## config.mk

```make
export PLATFORM = sky130hd
export DESIGN_NAME = ssdo_top
export DESIGN_NICKNAME = d
export VERILOG_FILES = /design/src/rtl/ssdo_fifo.v /design/src/rtl/ssdo_top.v
export VERILOG_INCLUDE_DIRS = /design/src /design/src/rtl
export SDC_FILE = /design/constraint.sdc
export NUM_CORES = 1
export LEC_CHECK = 0
export BUFFER_PORTS_ARGS = -buffer_cell sky130_fd_sc_hd__buf_2
export CAP_MARGIN = 10
export CORE_ASPECT_RATIO = 1.25
export CORE_UTILIZATION = 55
export CTS_CLUSTER_DIAMETER = 100
export CTS_CLUSTER_SIZE = 10
export DETAILED_ROUTE_END_ITERATION = 10
export PLACE_DENSITY = 0.73
export SLEW_MARGIN = 5
export SYNTH_ARGS = -nofsm -noshare
export SYNTH_HDL_FRONTEND = slang
export SYNTH_SLANG_ARGS = --single-unit
```

## constraint.sdc

```tcl
create_clock -name sys_clk -period 3.1 [get_ports sys_clk]
set_clock_uncertainty 0.2 [all_clocks]
set_input_delay 0.62 -clock sys_clk [delete_from_list [all_inputs] [get_ports sys_clk]]
set_output_delay 0.62 -clock sys_clk [all_outputs]
set_load 0.02 [all_outputs]
```

## src/rtl/ssdo_regs.vh

```
// constants and timing counts for the serial daisy-chain output block
// Operation
// the chain input is used only while the shift clock comes from outside; internal clock mode keeps the output idle.
// the host drives the conversion strobe, chip select and shift clock in common to every device of a chain.
// a falling edge of the conversion strobe makes the device sample its analog input at that moment; the code samples only in external clock mode.
// the host starts the shift clock only after the conversion has finished.
// the most significant result bit appears after the rising edge of shift clock pulse one.
// the least significant result bit is shifted out on the rising edge of shift clock pulse sixteen.
// one filler bit follows the least significant bit before chain input bits are forwarded.
// the host gives at least thirty-four shift clock pulses to collect two chained results on falling edges.
// at the fastest shift clock the host reads two results after conversion and keeps the full sample rate.
// the last device of a two-device chain has its chain input and chip select held low.
// the format select input chooses straight binary when high and two's complement when low.
// each result goes out as a sixteen-bit word, most significant bit first.
// the clock source select input high makes the shift clock pin an input for the host's clock.
// after the least significant bit the output shifts out chain input levels, the first one sampled at pulse one.
// the host gives seventeen more shift clock pulses for every further chained device.
`ifndef SSDO_REGS_VH
`define SSDO_REGS_VH
`define SSDO_WORD_BITS     16
`define SSDO_CNT_BITS      5
`define SSDO_LSB_PULSE     5'h10
`define SSDO_FILL_PULSE    5'h11
`define SSDO_SIGN_FLIP     16'h8000
`define SSDO_CONV_TIME_NS  4000
`define SSDO_CLK_NS        100
`define SSDO_CONV_CYCLES   ((`SSDO_CONV_TIME_NS + `SSDO_CLK_NS - 1) / `SSDO_CLK_NS)
`define SSDO_CONV_LOAD     8'h27
`define SSDO_FIFO_DEPTH    8
`define SSDO_FIFO_AW       3
`endif

```

## src/rtl/ssdo_fifo.v

```verilog
// parameterised valid/ready fifo for result words
`timescale 1ns/10ps
module ssdo_fifo #(
  parameter WIDTH = 16,
  parameter DEPTH = 8,
  parameter AW    = 3
) (
  // clock and reset
  input  wire             sys_clk,
  input  wire             rst,
  // write side
  input  wire [WIDTH-1:0] in_data,
  input  wire             in_valid,
  output wire             in_ready,
  // read side
  output wire [WIDTH-1:0] out_data,
  output wire             out_valid,
  input  wire             out_ready
);
  reg [WIDTH-1:0] mem_ff [0:DEPTH-1];
  reg [AW-1:0]    wr_ptr_ff;
  reg [AW-1:0]    rd_ptr_ff;
  reg [AW:0]      count_ff;
  reg [AW:0]      nxt_count;
  reg             in_ready_ff;
  wire            do_wr;
  wire            do_rd;

  // honest full and empty from the fill count
  assign in_ready  = in_ready_ff;
  assign out_valid = (count_ff != {(AW+1){1'b0}});
  assign out_data  = mem_ff[rd_ptr_ff];
  assign do_wr     = in_valid & in_ready;
  assign do_rd     = out_valid & out_ready;

  // next fill count
  always @*
  begin
    nxt_count = count_ff;
    if (do_wr & ~do_rd)
      nxt_count = count_ff + 1'b1;
    else if (do_rd & ~do_wr)
      nxt_count = count_ff - 1'b1;
  end

  // storage array
  always @(posedge sys_clk)
  begin
    if (do_wr)
      mem_ff[wr_ptr_ff] <= in_data;
  end

  // pointers and count
  always @(posedge sys_clk)
  begin
    if (rst)
    begin
      wr_ptr_ff <= {AW{1'b0}};
      rd_ptr_ff <= {AW{1'b0}};
      count_ff  <= {(AW+1){1'b0}};
      in_ready_ff <= 1'b1;
    end
    else
    begin
      if (do_wr)
        wr_ptr_ff <= (wr_ptr_ff == DEPTH[AW-1:0] - 1'b1) ? {AW{1'b0}} : wr_ptr_ff + 1'b1;
      if (do_rd)
        rd_ptr_ff <= (rd_ptr_ff == DEPTH[AW-1:0] - 1'b1) ? {AW{1'b0}} : rd_ptr_ff + 1'b1;
      count_ff    <= nxt_count;
      in_ready_ff <= (nxt_count != DEPTH[AW:0]); // registered so the ready pin comes from a flop
    end
  end
endmodule

```

## src/rtl/ssdo_top.v

```verilog
// serial result output with daisy-chain forwarding and format select
`timescale 1ns/10ps
`include "ssdo_regs.vh"
module ssdo_top (
  // clock and reset
  input  wire        sys_clk,
  input  wire        rst,
  // host strobes and pins (asynchronous)
  input  wire        conv_start_n,
  input  wire        chip_select_n,
  input  wire        external_shift_clock,
  input  wire        chain_in,
  input  wire        output_format_select,
  input  wire        clock_source_select,
  // converter core result stream
  input  wire [15:0] core_data,
  input  wire        core_valid,
  output wire        core_ready,
  // serial pins
  output reg         serial_data_out,
  output reg         serial_data_oe,
  output reg         sample_hold,
  output reg         busy_n
);
  // state codes
  localparam ST_IDLE = 2'h0;
  localparam ST_CONV = 2'h1;
  localparam ST_SHFT = 2'h2;

  // synchronisers: first stage read only by second
  reg [1:0] sync_conv_ff;
  reg [1:0] sync_cs_ff;
  reg [1:0] sync_sck_ff;
  reg [1:0] sync_chain_ff;
  reg [1:0] sync_fmt_ff;
  reg [1:0] sync_src_ff;
  reg       conv_d_ff;
  reg       sck_d_ff;

  // datapath state
  reg [1:0]  state_ff;
  reg [1:0]  nxt_state;
  reg [7:0]  conv_cnt_ff;
  reg [15:0] shift_ff;
  reg        rd_take;

  wire [15:0] fifo_data;
  wire        fifo_valid;
  wire        conv_fall;
  wire        sck_rise;
  wire        ext_mode;
  wire        cs_act;
  wire [15:0] fmt_word;

  // result words queue from the core
  ssdo_fifo #(
    .WIDTH (`SSDO_WORD_BITS),
    .DEPTH (`SSDO_FIFO_DEPTH),
    .AW    (`SSDO_FIFO_AW)
  ) u_fifo (
    .sys_clk   (sys_clk),
    .rst       (rst),
    .in_data   (core_data),
    .in_valid  (core_valid),
    .in_ready  (core_ready),
    .out_data  (fifo_data),
    .out_valid (fifo_valid),
    .out_ready (rd_take)
  );

  // two-flop synchronisers for every pin input
  always @(posedge sys_clk)
  begin
    if (rst)
    begin
      sync_conv_ff  <= 2'h3;
      sync_cs_ff    <= 2'h3;
      sync_sck_ff   <= 2'h0;
      sync_chain_ff <= 2'h0;
      sync_fmt_ff   <= 2'h0;
      sync_src_ff   <= 2'h0;
      conv_d_ff     <= 1'b1;
      sck_d_ff      <= 1'b0;
    end
    else
    begin
      sync_conv_ff  <= {sync_conv_ff[0], conv_start_n};
      sync_cs_ff    <= {sync_cs_ff[0], chip_select_n};
      sync_sck_ff   <= {sync_sck_ff[0], external_shift_clock};
      sync_chain_ff <= {sync_chain_ff[0], chain_in};
      sync_fmt_ff   <= {sync_fmt_ff[0], output_format_select};
      sync_src_ff   <= {sync_src_ff[0], clock_source_select};
      conv_d_ff     <= sync_conv_ff[1];
      sck_d_ff      <= sync_sck_ff[1];
    end
  end

  // edge detection on synchronised levels
  assign conv_fall = conv_d_ff & ~sync_conv_ff[1];
  assign sck_rise  = ~sck_d_ff & sync_sck_ff[1];
  assign ext_mode  = sync_src_ff[1];
  assign cs_act    = ~sync_cs_ff[1];

  // straight binary when high, two's complement when low
  assign fmt_word = sync_fmt_ff[1] ? fifo_data : (fifo_data ^ `SSDO_SIGN_FLIP);

  // next state
  always @*
  begin
    nxt_state = state_ff;
    rd_take   = 1'b0;
    case (state_ff)
      ST_IDLE:
      begin
        if (conv_fall & ext_mode)
          nxt_state = ST_CONV;
      end
      ST_CONV:
      begin
        if (conv_cnt_ff == 8'h00)
        begin
          nxt_state = ST_SHFT;
          rd_take   = fifo_valid;
        end
      end
      ST_SHFT:
      begin
        if (conv_fall | ~ext_mode)
          nxt_state = ext_mode ? ST_CONV : ST_IDLE;
      end
      default:
        nxt_state = ST_IDLE;
    endcase
  end

  // conversion timing, sample and busy
  always @(posedge sys_clk)
  begin
    if (rst)
    begin
      state_ff    <= ST_IDLE;
      conv_cnt_ff <= 8'h00;
      sample_hold <= 1'b0;
      busy_n      <= 1'b1;
    end
    else
    begin
      state_ff    <= nxt_state;
      sample_hold <= 1'b0;
      if ((state_ff != ST_CONV) && (nxt_state == ST_CONV))
      begin
        conv_cnt_ff <= `SSDO_CONV_LOAD;
        sample_hold <= 1'b1;
        busy_n      <= 1'b0;
      end
      else if (state_ff == ST_CONV)
      begin
        if (conv_cnt_ff != 8'h00)
          conv_cnt_ff <= conv_cnt_ff - 8'h01;
        else
          busy_n <= 1'b1;
      end
    end
  end

  // shift register: result bits first, chain input levels queued behind them
  always @(posedge sys_clk)
  begin
    if (rst)
    begin
      shift_ff        <= 16'h0000;
      serial_data_out <= 1'b0;
      serial_data_oe  <= 1'b0;
    end
    else
    begin
      serial_data_oe <= cs_act & ext_mode;
      // output keeps its level until pulse one, so data moves only with the shift clock
      if ((state_ff == ST_CONV) && (nxt_state == ST_SHFT))
        shift_ff <= fifo_valid ? fmt_word : 16'h0000;
      else if ((state_ff == ST_SHFT) && sck_rise && cs_act)
      begin
        // pulses one to sixteen give the result msb first
        serial_data_out <= shift_ff[15];                     // see R5 see R6
        // chain level at pulse one leaves on pulse seventeen: the filler, since the next device
        // has not yet shown its msb; its result then follows one pulse later
        shift_ff        <= {shift_ff[14:0], sync_chain_ff[1]}; // see R7
      end
    end
  end
endmodule

```

==> summary.json <==
{
  "min_path": {
    "worst_hold_path.endpoint": "sync_cs_ff[0]",
    "hold-path-cell-count": 2,
    "hold_class": "in -> reg",
    "holdCritStartpoint": "chip_select_n"
  },
  "yosys": {
    "netlist_area_sq_mm": 0.00718,
    "synthesis.nets": 491,
    "yosys_most_used_dff": "sky130_fd_sc_hd__edfxtp_1",
    "synth.avg_cell_area_sq_um": 15.6,
    "syn_inst": 459,
    "synth.lib_cells_used.distinct": 41,
    "post_synthesis_register_bit_count": 186,
    "synthArstFlopShare_pct": 0,
    "synth_sequential_area_ratio_pct": 69.7,
    "synth.yosys.warnings": 0,
    "synth-edff-count": 128
  },
  "detailed_routing": {
    "detail_route.wl_per_cell_um": 18.6,
    "vias": 3938,
    "drt_pre_antenna_iters": 4,
    "post-route-drc-count": 0,
    "via_per_inst": 5.79,
    "antenna_violating_nets_post_route": 0,
    "final_routed_wirelength_um": 12700,
    "drtIter0Drc": 231
  },
  "floorplan": {
    "chipWidth_um": 104,
    "num_io_pins": 30,
    "fp.dieH_um": 130,
    "overall_die_area_sq_mm": 0.0135,
    "core-area_sq_mm": 0.0127,
    "std_cell_rows": 46,
    "start_util_pct": 56.5
  },
  "sta": {
    "final-hold-violation-count": 0,
    "timing_max_transition_violations_final": 0,
    "fmaxAchievable_mhz": 387,
    "worst-slew-pin-transition_ns": 0.685,
    "hold-worst-slack_ns": 0.171,
    "period_share_pct": 83.5,
    "max-slew-margin-rel_pct": 54.2,
    "final_setup_violating_endpoints": 0,
    "grt_setup_unrepaired": "no",
    "timing.final.ws_setup_ns": 0.513,
    "post-route-min-period_ns": 2.59,
    "finalSetupTns_ns": 0
  },
  "clock_network": {
    "cts-root-to-sink-buffers": 2,
    "post_cts_hold_buffer_count": 0,
    "clkSlewWorstSetupHoldPaths_ns": 0.07,
    "post-cts-setup-buffer-count": 0,
    "clockRootBuffer": "sky130_fd_sc_hd__clkbuf_16",
    "clock_tree_from_tritoncts": "done",
    "clk_latency_ns": 0.43,
    "cts_resized": 0,
    "numCtsBuffers": 17,
    "h_tree_levels": 4,
    "cts.sink_count": 186
  },
  "grt": {
    "grt_pass1_wl_um": 20300,
    "via_count_of_the_first_global_routing_pass": 3878,
    "grt_usage_pct": 20.6,
    "globalRoute.totalOverflow": 0,
    "grt_start_max_net_pins": 33,
    "grt_antenna_before_repair": 0
  },
  "layout": {
    "synthToLayoutAreaGrowth_pct": 13.9,
    "fillers": 878,
    "layout-drive-gt1-share_pct": 27.1,
    "finish.net_count": 531,
    "n_antenna_cell": 0
  },
  "setup_path": {
    "crit_fanout": 12,
    "timing.reg2reg.setup_slack_ns": 0.51,
    "timing.setup.critical_path_class": "reg -> reg",
    "required_ns": 3.20,
    "critical_path.reg2reg.endpoint": "u_fifo.in_ready",
    "cp-end-kind": "flip-flop",
    "number_of_cells_on_the_worst_reg_to_reg_path": 8,
    "r2r_start": "conv_cnt_ff[0]",
    "cp_launch_type": "flip-flop",
    "worst_ep_arrival_time_ns": 2.69
  },
  "placement": {
    "place_congestion": 0.825,
    "dpl_worst_slack_ns": 0.529,
    "io_buffer_count": 29,
    "dp_hpwl_um": 7550
  },
  "pwr": {
    "cellPowerDensity_mw_per_mm2": 613,
    "p_leak_nw": 2.67,
    "max-vdd-ir-drop_v": 0.000418
  },
  "status": {
    "result_of_the_run": "finished, final reports clean"
  },
  "job": {
    "drv.max_cap_violation_count": 0
  }
}
==> placed cells by master (no fill, tap or decap), types with 4 or more instances in the layout <==
cell type                   instances
sky130_fd_sc_hd__ha_1               7
sky130_fd_sc_hd__xnor2_1            5
sky130_fd_sc_hd__nor2_1            16
sky130_fd_sc_hd__inv_6              9
sky130_fd_sc_hd__edfxtp_1         128
sky130_fd_sc_hd__a21oi_1           15
sky130_fd_sc_hd__nand2_1           46
sky130_fd_sc_hd__clkbuf_16         17
sky130_fd_sc_hd__buf_4             14
sky130_fd_sc_hd__mux2_2            15
sky130_fd_sc_hd__or2_2              5
sky130_fd_sc_hd__nor3_2             4
sky130_fd_sc_hd__dfxtp_1           57
sky130_fd_sc_hd__inv_1              4
sky130_fd_sc_hd__xor2_1             5
sky130_fd_sc_hd__buf_2             29
sky130_fd_sc_hd__nor4_1             4
sky130_fd_sc_hd__a31oi_1           15
sky130_fd_sc_hd__nor3_1             7
sky130_fd_sc_hd__nand3_1           21
sky130_fd_sc_hd__o21ai_0            4
sky130_fd_sc_hd__nor2b_1           11
sky130_fd_sc_hd__nand2b_1           8
sky130_fd_sc_hd__mux4_2            32
==> logic make-up after synthesis <==
| group | share of synthesized area, % |
|---|---|
| flip-flops | 69.7 |
| AND/OR/NAND/NOR | 9.70 |
| multiplexers | 12.8 |
| AO/OA/AOI/OAI | 3.40 |
| buffers and inverters | 1.62 |
| XOR/XNOR | 1.45 |
| adder cells (fa/ha/maj) | 1.36 |
==> through the flow <==
step	power [W]	instance area, sq um	cells	utilization [%]
2_1_floorplan	0.00289	7190	459	-
3_3_place_gp	0.00296	7600	648	59.7
3_5_place_dp	0.00297	7600	648	59.7
4_1_cts	0.00506	8180	680	64.3
5_1_grt	0.00516	8180	680	64.3
6_report	0.00502	8180	680	64.3
==> worst max-delay path by stage <==
stage               depth (start not counted)  slack, ns           start             endpoint
finish                                      8       0.51  conv_cnt_ff[0]      u_fifo.in_ready
global placement                            8       0.65  conv_cnt_ff[0]      u_fifo.in_ready
global route                                8       0.36  conv_cnt_ff[0]      u_fifo.in_ready
floorplan                                   3       0.32      core_valid  u_fifo.mem_ff[2][0]
detailed placement                          8       0.53  conv_cnt_ff[0]      u_fifo.in_ready
CTS                                         8       0.52  conv_cnt_ff[0]      u_fifo.in_ready
==> per-layer routing <==
| layer | share of wire [%] | up-vias | GRT usage [%] | wire [um] |
|---|---|---|---|---|
| met3 | 4.1 | 25 | 5.24 | 525 |
| met5 | 0 | - | 0 | 0 |
| met4 | 2.3 | 0 | 9.33 | 289 |
| met2 | 52 | 92 | 35.6 | 6560 |
| li1 | - | 1830 | - | - |
| met1 | 42 | 1991 | 24.5 | 5300 |
==> layout make-up <==
type	count	area [sq um]	share of cell area, %
Tap cell	168	210	2.57
Timing Repair Buffer	44	270	3.30
Inverter	4	15.0	0.184
Sequential cell	186	5010	61.2
Multi-Input combinational cell	246	2100	25.6
Clock inverter	15	156	1.91
Clock buffer	17	425	5.20
==> worst max-delay path, cell delays in order, from the launching register on <==
cell and delay, ns:
sky130_fd_sc_hd__dfxtp_1 0.34, sky130_fd_sc_hd__inv_1 0.06, sky130_fd_sc_hd__ha_1 0.21, sky130_fd_sc_hd__or3b_2 0.54
sky130_fd_sc_hd__nor4_4 0.26, sky130_fd_sc_hd__buf_4 0.23, sky130_fd_sc_hd__nand3_1 0.11, sky130_fd_sc_hd__a211oi_1 0.35
sky130_fd_sc_hd__o211ai_1 0.14
==> report_power, final <==
group | leakage, nW | switching (W) | internal, W
clock network | 0.288 | 0.000965 | 0.00114
logic | 0.746 | 0.000109 | 0.0000788
registers | 1.63 | 0.0000246 | 0.00270
==> synthesized netlist by cell type, types with 7 or more instances <==
| cell type | number | area share [%] |
|---|---|---|
| sky130_fd_sc_hd__nand2_1 | 46 | 2.4 |
| sky130_fd_sc_hd__edfxtp_1 | 128 | 54 |
| sky130_fd_sc_hd__mux2_2 | 15 | 2.4 |
| sky130_fd_sc_hd__a31oi_1 | 15 | 1.3 |
| sky130_fd_sc_hd__mux4_2 | 32 | 10 |
| sky130_fd_sc_hd__nand3_1 | 21 | 1.5 |
| sky130_fd_sc_hd__ha_1 | 7 | 1.2 |
| sky130_fd_sc_hd__nor2_1 | 16 | 0.84 |
| sky130_fd_sc_hd__clkbuf_1 | 18 | 0.94 |
| sky130_fd_sc_hd__nor3_1 | 11 | 0.77 |
| sky130_fd_sc_hd__nand2b_1 | 8 | 0.70 |
| sky130_fd_sc_hd__nor2b_1 | 11 | 0.96 |
| sky130_fd_sc_hd__dfxtp_1 | 58 | 16 |
| sky130_fd_sc_hd__a21oi_1 | 15 | 1.0 |
==> registers in the layout, indices dropped and copies added, names as in the netlist, 3 cells and up, named ones only <==
name / count
u_fifo.mem_ff: 128
shift_ff: 16
conv_cnt_ff: 8
u_fifo.count_ff: 4
u_fifo.rd_ptr_ff: 3
u_fifo.wr_ptr_ff: 3
Note: power is estimated with default switching activity, not from simulation.
